<file path="config.mk">
export PLATFORM = sky130hd
export DESIGN_NAME = fpnav_top
export DESIGN_NICKNAME = d
export VERILOG_FILES = /design/src/fpnav_pkg.sv /design/src/fpnav_top.sv /design/src/fpnav_key.sv /design/src/fpnav_chan_mem.sv
export SDC_FILE = /design/constraint.sdc
export NUM_CORES = 2
export LEC_CHECK = 0
export BUFFER_PORTS_ARGS = -buffer_cell sky130_fd_sc_hd__clkbuf_2
export CAP_MARGIN = 20
export CELL_PAD_IN_SITES_DETAIL_PLACEMENT = 1
export CELL_PAD_IN_SITES_GLOBAL_PLACEMENT = 2
export CORE_ASPECT_RATIO = 0.6
export CORE_UTILIZATION = 51
export DETAILED_ROUTE_END_ITERATION = 10
export PLACE_DENSITY_LB_ADDON = 0.1
export SLEW_MARGIN = 20
export SYNTH_ARGS = -nofsm -noshare
export SYNTH_HDL_FRONTEND = slang
export SYNTH_SLANG_ARGS = --single-unit
export TNS_END_PERCENT = 10
</file>
<file path="constraint.sdc">
create_clock -name clk_sys -period 19.2 [get_ports clk_sys]
set_input_delay 2.88 -clock clk_sys [delete_from_list [all_inputs] [get_ports clk_sys]]
set_output_delay 2.88 -clock clk_sys [all_outputs]
set_load 0.01 [all_outputs]
</file>
<file path="src/fpnav_pkg.sv">
// Purpose: Shared constants for the front panel window navigation block
// Assumes: 25 MHz system clock
// Notes: Times are kept in their own units, cycle counts derived here
package fpnav_pkg;
  // ==========================================================
  // Clock and timing
  // ==========================================================
  localparam int unsigned CLK_HZ = 25000000;
  localparam int unsigned LONG_PRESS_MS = 2000;
  localparam int unsigned DEBOUNCE_MS = 20;
  localparam int unsigned AUTO_STEP_S = 5;
  localparam int unsigned REFRESH_MS = 1000;
  localparam int unsigned LONG_PRESS_CYC = CLK_HZ / 1000 * LONG_PRESS_MS;
  localparam int unsigned DEBOUNCE_CYC = CLK_HZ / 1000 * DEBOUNCE_MS;
  localparam int unsigned REFRESH_CYC = CLK_HZ / 1000 * REFRESH_MS;
  localparam int unsigned SEC_CYC = CLK_HZ;

  // ==========================================================
  // Windows, channels, display
  // ==========================================================
  localparam int unsigned NUM_WIN = 10;
  localparam int unsigned NUM_CH = 32;
  localparam int unsigned MAX_ELEM = 12;
  localparam logic [3:0] WIN_FIRST = 4'h1;
  localparam logic [3:0] WIN_LAST = 4'ha;
  localparam logic [7:0] AUTO_INT_RESET = 8'h05;

  // Key indices
  localparam int unsigned KEY_UP = 0;
  localparam int unsigned KEY_DOWN = 1;
  localparam int unsigned KEY_SET = 2;

  // Indicator colours
  localparam logic [1:0] COL_BLACK = 2'h0;
  localparam logic [1:0] COL_GREEN = 2'h1;
  localparam logic [1:0] COL_RED = 2'h2;
  localparam logic [1:0] COL_YELLOW = 2'h3;

  typedef enum logic [1:0] {
    FPNAV_NORMAL = 2'b00,
    FPNAV_CONFIG = 2'b01,
    FPNAV_DIAG = 2'b10
  } fpnav_mode_t;
endpackage

</file>
<file path="src/fpnav_top.sv">
// Purpose: Front panel key handling, window navigation and bus status
// Assumes: Keys synchronous and high while pressed; poller reports
//   each finished poll with channel, address, register and outcome
// Notes on behaviour
// - A key is short when released quickly, long when held over 2 s.
// - Two or more keys held together produce no action at all.
// - At power on the normal display shows the last stored window.
// - Long confirm toggles between normal view and configuration menu.
// - Short up or down steps the window back or forth within 1 to 10.
// - Long up or down toggles timer driven stepping to the next window.
// - Automatic stepping shows a yellow footer indication.
// - The automatic step interval is settable and defaults to 5 s.
// - A bus communication error turns the bus indicator red at once.
// - A response timeout and a slave exception both count as errors.
// - The block keeps running while an error is shown.
// - Short confirm during an error opens the 32 channel table.
// - Each failing channel carries an error mark after its entry.
// - The shown table refreshes once a second.
// - The table only opens while an error is present.
// - Window number goes in the header; at most 12 elements a window.
`timescale 1ns/100ps
module fpnav_top
  import fpnav_pkg::*;
#(
  parameter int unsigned DEB_CYC = DEBOUNCE_CYC,
  parameter int unsigned LONG_CYC = LONG_PRESS_CYC,
  parameter int unsigned SEC_CYCLES = SEC_CYC,
  parameter int unsigned REFRESH_CYCLES = REFRESH_CYC
) (
  // Clock and reset
  input wire logic clk_sys,
  input wire logic rst,
  // Keys, high while pressed
  input wire logic [2:0] key_in,
  // Persisted settings
  input wire logic [3:0] last_window,
  input wire logic [7:0] auto_interval_s,
  input wire logic auto_interval_set,
  input wire logic [3:0] elem_count,
  // Bus poller results
  input wire logic poll_done,
  input wire logic [4:0] poll_chan,
  input wire logic [7:0] poll_addr,
  input wire logic [15:0] poll_reg,
  input wire logic poll_timeout,
  input wire logic poll_exception,
  // Display state
  output logic [3:0] window_num,
  output logic [3:0] window_elems,
  output logic [1:0] mode,
  output logic autoscroll_on,
  output logic [1:0] autoscroll_color,
  output logic [1:0] bus_comm_status_indicator,
  output logic window_store,
  // Diagnostic table stream
  output logic diag_valid,
  output logic diag_first,
  output logic [4:0] diag_chan,
  output logic [7:0] diag_addr,
  output logic [15:0] diag_reg,
  output logic diag_err
);
  // ==========================================================
  // Keys
  // ==========================================================
  logic [2:0] sp, lp, held;

  genvar gi;
  generate
    for (gi = 0; gi < 3; gi++) begin : g_key
      fpnav_key #(.DEB_CYC(DEB_CYC), .LONG_CYC(LONG_CYC)) u_key (
        .clk_sys(clk_sys),
        .rst(rst),
        .key_raw(key_in[gi]),
        .short_press(sp[gi]),
        .long_press(lp[gi]),
        .pressed(held[gi])
      );
    end
  endgenerate

  // Any overlap poisons the actuation until all keys are released
  // Cleared a cycle late: release events trail the held level
  logic combo_q;
  logic [2:0] held_q;
  logic single_ok;
  always_ff @(posedge clk_sys or posedge rst) begin
    if (rst) begin
      combo_q <= 1'b0;
      held_q <= 3'b000;
    end else begin
      held_q <= held;
      if (held == 3'b000) begin
        if (held_q == 3'b000) begin
          combo_q <= 1'b0;
        end
      end else if (held != 3'b001 && held != 3'b010 && held != 3'b100) begin
        combo_q <= 1'b1;
      end
    end
  end
  assign single_ok = !combo_q && (held == 3'b000 || held == 3'b001 ||
                     held == 3'b010 || held == 3'b100);

  logic up_s, dn_s, set_s, up_l, dn_l, set_l;
  assign up_s = sp[KEY_UP] && single_ok;
  assign dn_s = sp[KEY_DOWN] && single_ok;
  assign set_s = sp[KEY_SET] && single_ok;
  assign up_l = lp[KEY_UP] && single_ok;
  assign dn_l = lp[KEY_DOWN] && single_ok;
  assign set_l = lp[KEY_SET] && single_ok;

  // ==========================================================
  // Error state
  // ==========================================================
  logic [NUM_CH-1:0] err_ch_q;
  logic poll_err;
  assign poll_err = poll_timeout || poll_exception;

  always_ff @(posedge clk_sys or posedge rst) begin
    if (rst) begin
      err_ch_q <= '0;
    end else if (poll_done) begin
      err_ch_q[poll_chan] <= poll_err;
    end
  end

  // Operation never blocks on an error; only the flag changes
  always_ff @(posedge clk_sys or posedge rst) begin
    if (rst) begin
      bus_comm_status_indicator <= COL_GREEN;
    end else if (poll_done && poll_err) begin
      bus_comm_status_indicator <= COL_RED;
    end else if ((err_ch_q & ~({{(NUM_CH-1){1'b0}}, 1'b1} << poll_chan))
                 == '0 && poll_done) begin
      bus_comm_status_indicator <= COL_GREEN;
    end
  end

  logic err_now;
  assign err_now = bus_comm_status_indicator == COL_RED;

  // ==========================================================
  // Mode
  // ==========================================================
  fpnav_mode_t mode_q;
  always_ff @(posedge clk_sys or posedge rst) begin
    if (rst) begin
      mode_q <= FPNAV_NORMAL;
    end else begin
      case (mode_q)
        FPNAV_NORMAL: begin
          if (set_l) begin
            mode_q <= FPNAV_CONFIG;
          end else if (set_s && err_now) begin
            mode_q <= FPNAV_DIAG;
          end
        end
        FPNAV_CONFIG: begin
          if (set_l) begin
            mode_q <= FPNAV_NORMAL;
          end
        end
        FPNAV_DIAG: begin
          if (set_s || set_l) begin
            mode_q <= FPNAV_NORMAL;
          end
        end
        default: mode_q <= FPNAV_NORMAL;
      endcase
    end
  end
  assign mode = mode_q;

  // ==========================================================
  // Autoscroll interval and timer
  // ==========================================================
  logic [7:0] interval_q;
  logic auto_q;
  logic [31:0] sec_cnt_q;
  logic [7:0] sec_q;
  logic auto_tick;

  always_ff @(posedge clk_sys or posedge rst) begin
    if (rst) begin
      interval_q <= AUTO_INT_RESET;
    end else if (auto_interval_set && auto_interval_s != 8'h00) begin
      interval_q <= auto_interval_s;
    end
  end

  always_ff @(posedge clk_sys or posedge rst) begin
    if (rst) begin
      auto_q <= 1'b0;
    end else if (mode_q == FPNAV_NORMAL && (up_l || dn_l)) begin
      auto_q <= !auto_q;
    end
  end

  always_ff @(posedge clk_sys or posedge rst) begin
    if (rst) begin
      sec_cnt_q <= '0;
      sec_q <= 8'h00;
    end else if (!auto_q || auto_tick) begin
      sec_cnt_q <= '0;
      sec_q <= 8'h00;
    end else if (sec_cnt_q >= SEC_CYCLES - 1) begin
      sec_cnt_q <= '0;
      sec_q <= sec_q + 8'h01;
    end else begin
      sec_cnt_q <= sec_cnt_q + 32'h1;
    end
  end
  // Tick on the last cycle of the interval, so a step is exact
  assign auto_tick = auto_q && sec_cnt_q >= SEC_CYCLES - 1
                     && sec_q + 8'h01 >= interval_q;

  always_ff @(posedge clk_sys or posedge rst) begin
    if (rst) begin
      autoscroll_on <= 1'b0;
      autoscroll_color <= COL_BLACK;
    end else begin
      autoscroll_on <= auto_q;
      autoscroll_color <= auto_q ? COL_YELLOW : COL_BLACK;
    end
  end

  // ==========================================================
  // Window number
  // ==========================================================
  logic [3:0] win_q;
  logic win_init_q;
  logic nxt, prv;
  assign nxt = mode_q == FPNAV_NORMAL && (dn_s || auto_tick);
  assign prv = mode_q == FPNAV_NORMAL && up_s;

  always_ff @(posedge clk_sys or posedge rst) begin
    if (rst) begin
      win_q <= WIN_FIRST;
      win_init_q <= 1'b0;
      window_store <= 1'b0;
    end else begin
      window_store <= 1'b0;
      if (!win_init_q) begin
        win_init_q <= 1'b1;
        if (last_window >= WIN_FIRST && last_window <= WIN_LAST) begin
          win_q <= last_window;
        end
      end else if (nxt) begin
        win_q <= (win_q == WIN_LAST) ? WIN_FIRST : win_q + 4'h1;
        window_store <= 1'b1;
      end else if (prv) begin
        win_q <= (win_q == WIN_FIRST) ? WIN_LAST : win_q - 4'h1;
        window_store <= 1'b1;
      end
    end
  end

  always_ff @(posedge clk_sys or posedge rst) begin
    if (rst) begin
      window_num <= WIN_FIRST;
      window_elems <= 4'h0;
    end else begin
      window_num <= win_q;
      window_elems <= (elem_count > 4'(MAX_ELEM)) ? 4'(MAX_ELEM)
                      : elem_count;
    end
  end

  // ==========================================================
  // Diagnostic table
  // ==========================================================
  logic [4:0] rd_ptr_q;
  logic scan_q, rd_v_q, first_q;
  logic [4:0] row_ptr_q;
  logic [31:0] ref_cnt_q;
  logic [23:0] rd_data;
  logic in_diag;
  assign in_diag = mode_q == FPNAV_DIAG;

  fpnav_chan_mem #(.DEPTH(NUM_CH), .AW(5), .DW(24)) u_mem (
    .clk_sys(clk_sys),
    .wr_en(poll_done),
    .wr_addr(poll_chan),
    .wr_data({poll_addr, poll_reg}),
    .rd_addr(rd_ptr_q),
    .rd_data(rd_data)
  );

  always_ff @(posedge clk_sys or posedge rst) begin
    if (rst) begin
      ref_cnt_q <= '0;
      scan_q <= 1'b0;
      rd_ptr_q <= 5'h00;
    end else if (!in_diag) begin
      ref_cnt_q <= '0;
      scan_q <= 1'b0;
      rd_ptr_q <= 5'h00;
    end else begin
      if (ref_cnt_q == '0) begin
        scan_q <= 1'b1;
        rd_ptr_q <= 5'h00;
      end else if (scan_q) begin
        if (rd_ptr_q == 5'(NUM_CH - 1)) begin
          scan_q <= 1'b0;
        end else begin
          rd_ptr_q <= rd_ptr_q + 5'h01;
        end
      end
      ref_cnt_q <= (ref_cnt_q >= REFRESH_CYCLES - 1) ? '0
                   : ref_cnt_q + 32'h1;
    end
  end

  always_ff @(posedge clk_sys or posedge rst) begin
    if (rst) begin
      rd_v_q <= 1'b0;
      row_ptr_q <= 5'h00;
      first_q <= 1'b0;
      diag_valid <= 1'b0;
      diag_first <= 1'b0;
      diag_chan <= 5'h00;
      diag_addr <= 8'h00;
      diag_reg <= 16'h0000;
      diag_err <= 1'b0;
    end else begin
      rd_v_q <= scan_q && in_diag;
      // Pointer delayed to line up with the registered read data
      row_ptr_q <= rd_ptr_q;
      first_q <= scan_q && in_diag && rd_ptr_q == 5'h00;
      diag_valid <= rd_v_q && in_diag;
      diag_first <= first_q && in_diag;
      if (rd_v_q) begin
        diag_chan <= row_ptr_q;
        diag_addr <= rd_data[23:16];
        diag_reg <= rd_data[15:0];
        diag_err <= err_ch_q[row_ptr_q];
      end
    end
  end
endmodule

</file>
<file path="src/fpnav_key.sv">
// Purpose: Debounce one key and classify short and long presses
// Assumes: Key input synchronous to clk_sys, high while pressed
// Notes: Long press fires once at threshold; release then gives nothing
`timescale 1ns/100ps
module fpnav_key
  import fpnav_pkg::*;
#(
  parameter int unsigned DEB_CYC = DEBOUNCE_CYC,
  parameter int unsigned LONG_CYC = LONG_PRESS_CYC
) (
  // Clock and reset
  input wire logic clk_sys,
  input wire logic rst,
  // Key
  input wire logic key_raw,
  // Events
  output logic short_press,
  output logic long_press,
  output logic pressed
);
  // ==========================================================
  // Debounce
  // ==========================================================
  logic [31:0] deb_cnt_q;
  logic stable_q;
  logic [31:0] hold_cnt_q;
  logic long_done_q;

  always_ff @(posedge clk_sys or posedge rst) begin
    if (rst) begin
      deb_cnt_q <= '0;
      stable_q <= 1'b0;
    end else if (key_raw == stable_q) begin
      deb_cnt_q <= '0;
    end else if (deb_cnt_q >= DEB_CYC - 1) begin
      deb_cnt_q <= '0;
      stable_q <= key_raw;
    end else begin
      deb_cnt_q <= deb_cnt_q + 32'h1;
    end
  end

  // ==========================================================
  // Press classification
  // ==========================================================
  always_ff @(posedge clk_sys or posedge rst) begin
    if (rst) begin
      hold_cnt_q <= '0;
      long_done_q <= 1'b0;
      short_press <= 1'b0;
      long_press <= 1'b0;
    end else begin
      short_press <= 1'b0;
      long_press <= 1'b0;
      if (stable_q) begin
        if (!long_done_q) begin
          if (hold_cnt_q >= LONG_CYC - 1) begin
            long_press <= 1'b1;
            long_done_q <= 1'b1;
          end else begin
            hold_cnt_q <= hold_cnt_q + 32'h1;
          end
        end
      end else begin
        if (hold_cnt_q != '0 && !long_done_q) begin
          short_press <= 1'b1;
        end
        hold_cnt_q <= '0;
        long_done_q <= 1'b0;
      end
    end
  end

  assign pressed = stable_q;
endmodule

</file>
<file path="src/fpnav_chan_mem.sv">
// Purpose: Per-channel table of slave address and register
// Assumes: One write and one read port, read data registered
// Notes: An entry keeps its value until its channel is written again
`timescale 1ns/100ps
module fpnav_chan_mem
  import fpnav_pkg::*;
#(
  parameter int unsigned DEPTH = NUM_CH,
  parameter int unsigned AW = 5,
  parameter int unsigned DW = 25
) (
  // Clock
  input wire logic clk_sys,
  // Write
  input wire logic wr_en,
  input wire logic [AW-1:0] wr_addr,
  input wire logic [DW-1:0] wr_data,
  // Read
  input wire logic [AW-1:0] rd_addr,
  output logic [DW-1:0] rd_data
);
  logic [DW-1:0] mem_q [DEPTH];

  always_ff @(posedge clk_sys) begin
    if (wr_en) begin
      mem_q[wr_addr] <= wr_data;
    end
  end

  always_ff @(posedge clk_sys) begin
    rd_data <= mem_q[rd_addr];
  end
endmodule

</file>
==> reports/metrics.csv <==
stage;metric;value;unit
synth;Post-synth EDFFs;768;
setup_path;r2r endpoint;u_mem.rd_data[23]$_DFF_P_;
synth;top post-synthesis cells by area;edfxtp_1, dfrtp_1, mux4_2;
detailed_routing;drt total wl;132.6;mm
synth;synthesis-stage register bit count;1177;
synth;asr flop ratio synth;0.3271;
synth;main flop type after synthesis;edfxtp_1;
finish;Reg with most FFs;u_mem.mem_q;
global_route;total gr overflow;0;
sta;Slew Viols, Final;0;
hold_path;hold path startpoint;first_q$_DFF_PP0_;
setup_path;crit path to;u_mem.rd_data[23]$_DFF_P_;
floorplan;std cell rows;86;
power_and_ir_drop;Max VDD drop;0.1087;mV
synth;list of most frequent post-synthesis cells;edfxtp_1, dfrtp_1, mux4_2;
floorplan;Initial Utilization;0.5163;
clock_tree;H-tree depth;3;
setup_path;crit-path cells;buf_4, buf_4, buf_4, mux4_2, mux4_2, mux2_2;
setup_path;r2r startpoint;rd_ptr_q[0]$_DFFE_PP0P_;
setup_path;Crit path top cell by count;buf_4;
synth;Unique masters post-synth;86;
global_route;initial antenna violation count;26;
synth;Syn Inst Count;2848;
detailed_routing;Vias/cell;6.183;
detailed_routing;Via Count;26810;
synth;most frequent cell after synthesis;edfxtp_1;
sta;endpoints failing hold;0;
global_route;largest net degree at the start of global routing;170;
detailed_routing;Residual DRC;0;
finish;non-filler cells, final;4337;
synth;syn_area_per_cell;16.68;um2
synth;synthesized cell area;47500;um2
status;status;finished clean;
setup_path;Reg2Reg Setup Slack;14.09;ns
finish;P&R area growth vs syn;12.17;%
setup_path;CP required;19.81;ns
clock_tree;CTS Buffer Depth;3;
clock_tree;# Post-CTS Setup Buffers;0;
global_route;first-pass GRT wire length;193.1;mm
sta;period utilization;0.2660;
finish;max FFs per register;768;
setup_path;r2r worst-path depth;6;
floorplan;area of the core;92000;um2
placement;Placed Cells;4132;
finish;nets;3092;
finish;top flop regs;u_mem.mem_q: 768 flops, g_key.u_key.deb_cnt_q: 96 flops, g_key.u_key.hold_cnt_q: 96 flops;
synth;area leader, netlist;edfxtp_1;
power_and_ir_drop;power per cell area;125.3;nW/um2
setup_path;Startpoint Class;flop;
clock_tree;post_cts resized;0;
hold_path;Hold Path Class;flop to flop;
sta;FMAX;0.1958;GHz
synth;top-area cell type share of the netlist area;0.4855;
global_route;number of global-route vias before repair;27360;
floorplan;die width;396.0;um
finish;share of layout cells above drive strength 1;0.2140;
synth;synth warn;0;
synth;sequential-to-total area share from yosys stat;0.6986;
placement;PortBufs;101;
sta;Worst Max-Slew Pin Slew;1.186;ns
floorplan;Top-Level Pins;102;
sta;Max-slew headroom;0.2095;
setup_path;CP arrival;5.72;ns
clock_tree;clock latency on the worst-skew pair;0.73;ns
placement;GPL Wtd Cong;0.8761;
power_and_ir_drop;Pleak;18.93;nW
clock_tree;clk sinks;1177;
clock_tree;Num CTS Buffers;107;
placement;dpl hpwl;84.75;mm
sta;final count of negative-setup-slack endpoints;0;
clock_tree;hold buffers post-CTS;0;
clock_tree;CTS tree;built;
clock_tree;Reg clk slew, reported paths;0.07;ns
sta;RSZ-0062 raised after global routing;false;
detailed_routing;Initial DRT Pass Iterations;5;
detailed_routing;post-route ant nets;0;
finish;Filler cells;8305;
detailed_routing;Wirelength per Cell;30.57;um
floorplan;die area;94400;um2
setup_path;CP max stage delay;0.94;ns
setup_path;slowest CP cell;dfrtp_4;
sta;post-route minimum period;5.107;ns
setup_path;Crit. End Element;flop;
setup_path;Critical Path Start;rd_ptr_q[0]$_DFFE_PP0P_;
floorplan;die height;238.4;um
setup_path;WS Path Type;flop to flop;
sta;Worst Skew;0.04057;ns
setup_path;CP max FO;43;
detailed_routing;First DRT Iteration DRCs;2916;
job;Max Cap Viol;0;
global_route;GRT Total Usage;0.2870;
sta;setup TNS;0;ns
clock_tree;CTS root buffer;clkbuf_16;
-- critical path: cells and delay by family (launching register included) --
| kind | cells | cell delay (ns) |
|---|---|---|
| mux | 3 | 1.46 |
| buf+inv | 3 | 2.43 |
| flops | 1 | 0.94 |
-- where the power goes --
part	switching (mW)	internal (mW)
combinational	0.808	0.649
clock	0.976	1.23
sequential	0.180	2.83
-- logic make-up (layout without fill, tap and decap cells) --
| group | Yosys count | in the layout | synth area share |
|---|---|---|---|
| xor+xnor | 164 | 164 | 0.03024 |
| simple gates | 800 | 800 | 0.08735 |
| other cells | 2 | 56 | 0.0001581 |
| fa+ha+maj | 29 | 29 | 0.007586 |
| compound gates | 199 | 199 | 0.02824 |
| flops | 1177 | 1177 | 0.6986 |
| mux | 312 | 312 | 0.1331 |
| buf+inv | 165 | 368 | 0.01472 |
-- cell usage in the layout, fill, tap and decap left out, types with 12 or more instances in the layout --
master	n
and2_1	87
or3_1	13
mux2_2	57
buf_4	18
nand2_1	129
xnor2_1	77
o21ai_0	32
mux4_2	250
ha_1	28
nor2_4	29
inv_1	43
nor2_1	193
nand4_1	52
edfxtp_1	768
a21oi_1	66
clkinv_2	12
nand2b_1	16
clkinv_1	14
clkbuf_2	99
and3_1	41
nor3_1	33
nand3_1	85
and4_1	20
conb_1	54
clkbuf_1	30
nor4_1	34
dfxtp_1	24
dfrtp_1	374
xor2_1	87
clkbuf_16	109
-- routing by layer --
layer	GRT usage	vias to the layer above	wire length (um)
li1	-	11220	-
met5	0	-	94
met4	0.04809	12	1827
met2	0.3807	1138	54050
met3	0.1225	151	17790
met1	0.4432	14290	58840
-- worst min path at each step --
stage	end	slack (ns)	depth (start not counted)
after floorplan	row_ptr_q[2]$_DFF_PP0_	0.35	0
after global placement	window_num[0]$_DFF_PP1_	0.43	0
after detailed placement	diag_first$_DFF_PP0_	0.44	1
after CTS	window_num[0]$_DFF_PP1_	0.45	0
after global routing	window_num[0]$_DFF_PP1_	0.46	0
final	diag_first$_DFF_PP0_	0.45	1
-- cell type report --
class / instances / area (um2) / share of cell area
multi-input cells: 1558 / 14060 / 0.2638
clock inverters: 51 / 596.8 / 0.01120
clock buffers: 151 / 2999 / 0.05629
inverters: 44 / 172.7 / 0.003241
repair buffers: 122 / 708.2 / 0.01329
well taps: 1232 / 1541 / 0.02893
flip-flops and latches: 1177 / 33200 / 0.6231
diodes: 2 / 5.005 / 0.00009394
-- through the flow --
| step | area [um2] | utilization | hold slack, ns | power, mW | worst slack, ns |
|---|---|---|---|---|---|
| floorplan | 47690 | - | 0.3519 | 3.851 | 5.629 |
| global placement | 49650 | 0.5397 | 0.4339 | 4.457 | 13.55 |
| detailed placement | 49650 | 0.5397 | 0.4441 | 4.493 | 13.42 |
| CTS | 53250 | 0.5788 | 0.4477 | 6.695 | 13.93 |
| global route | 53270 | 0.5791 | 0.4605 | 6.870 | 13.66 |
| finish | 53280 | 0.5791 | 0.4535 | 6.676 | 14.09 |
Power figures use the tool's default switching activity.
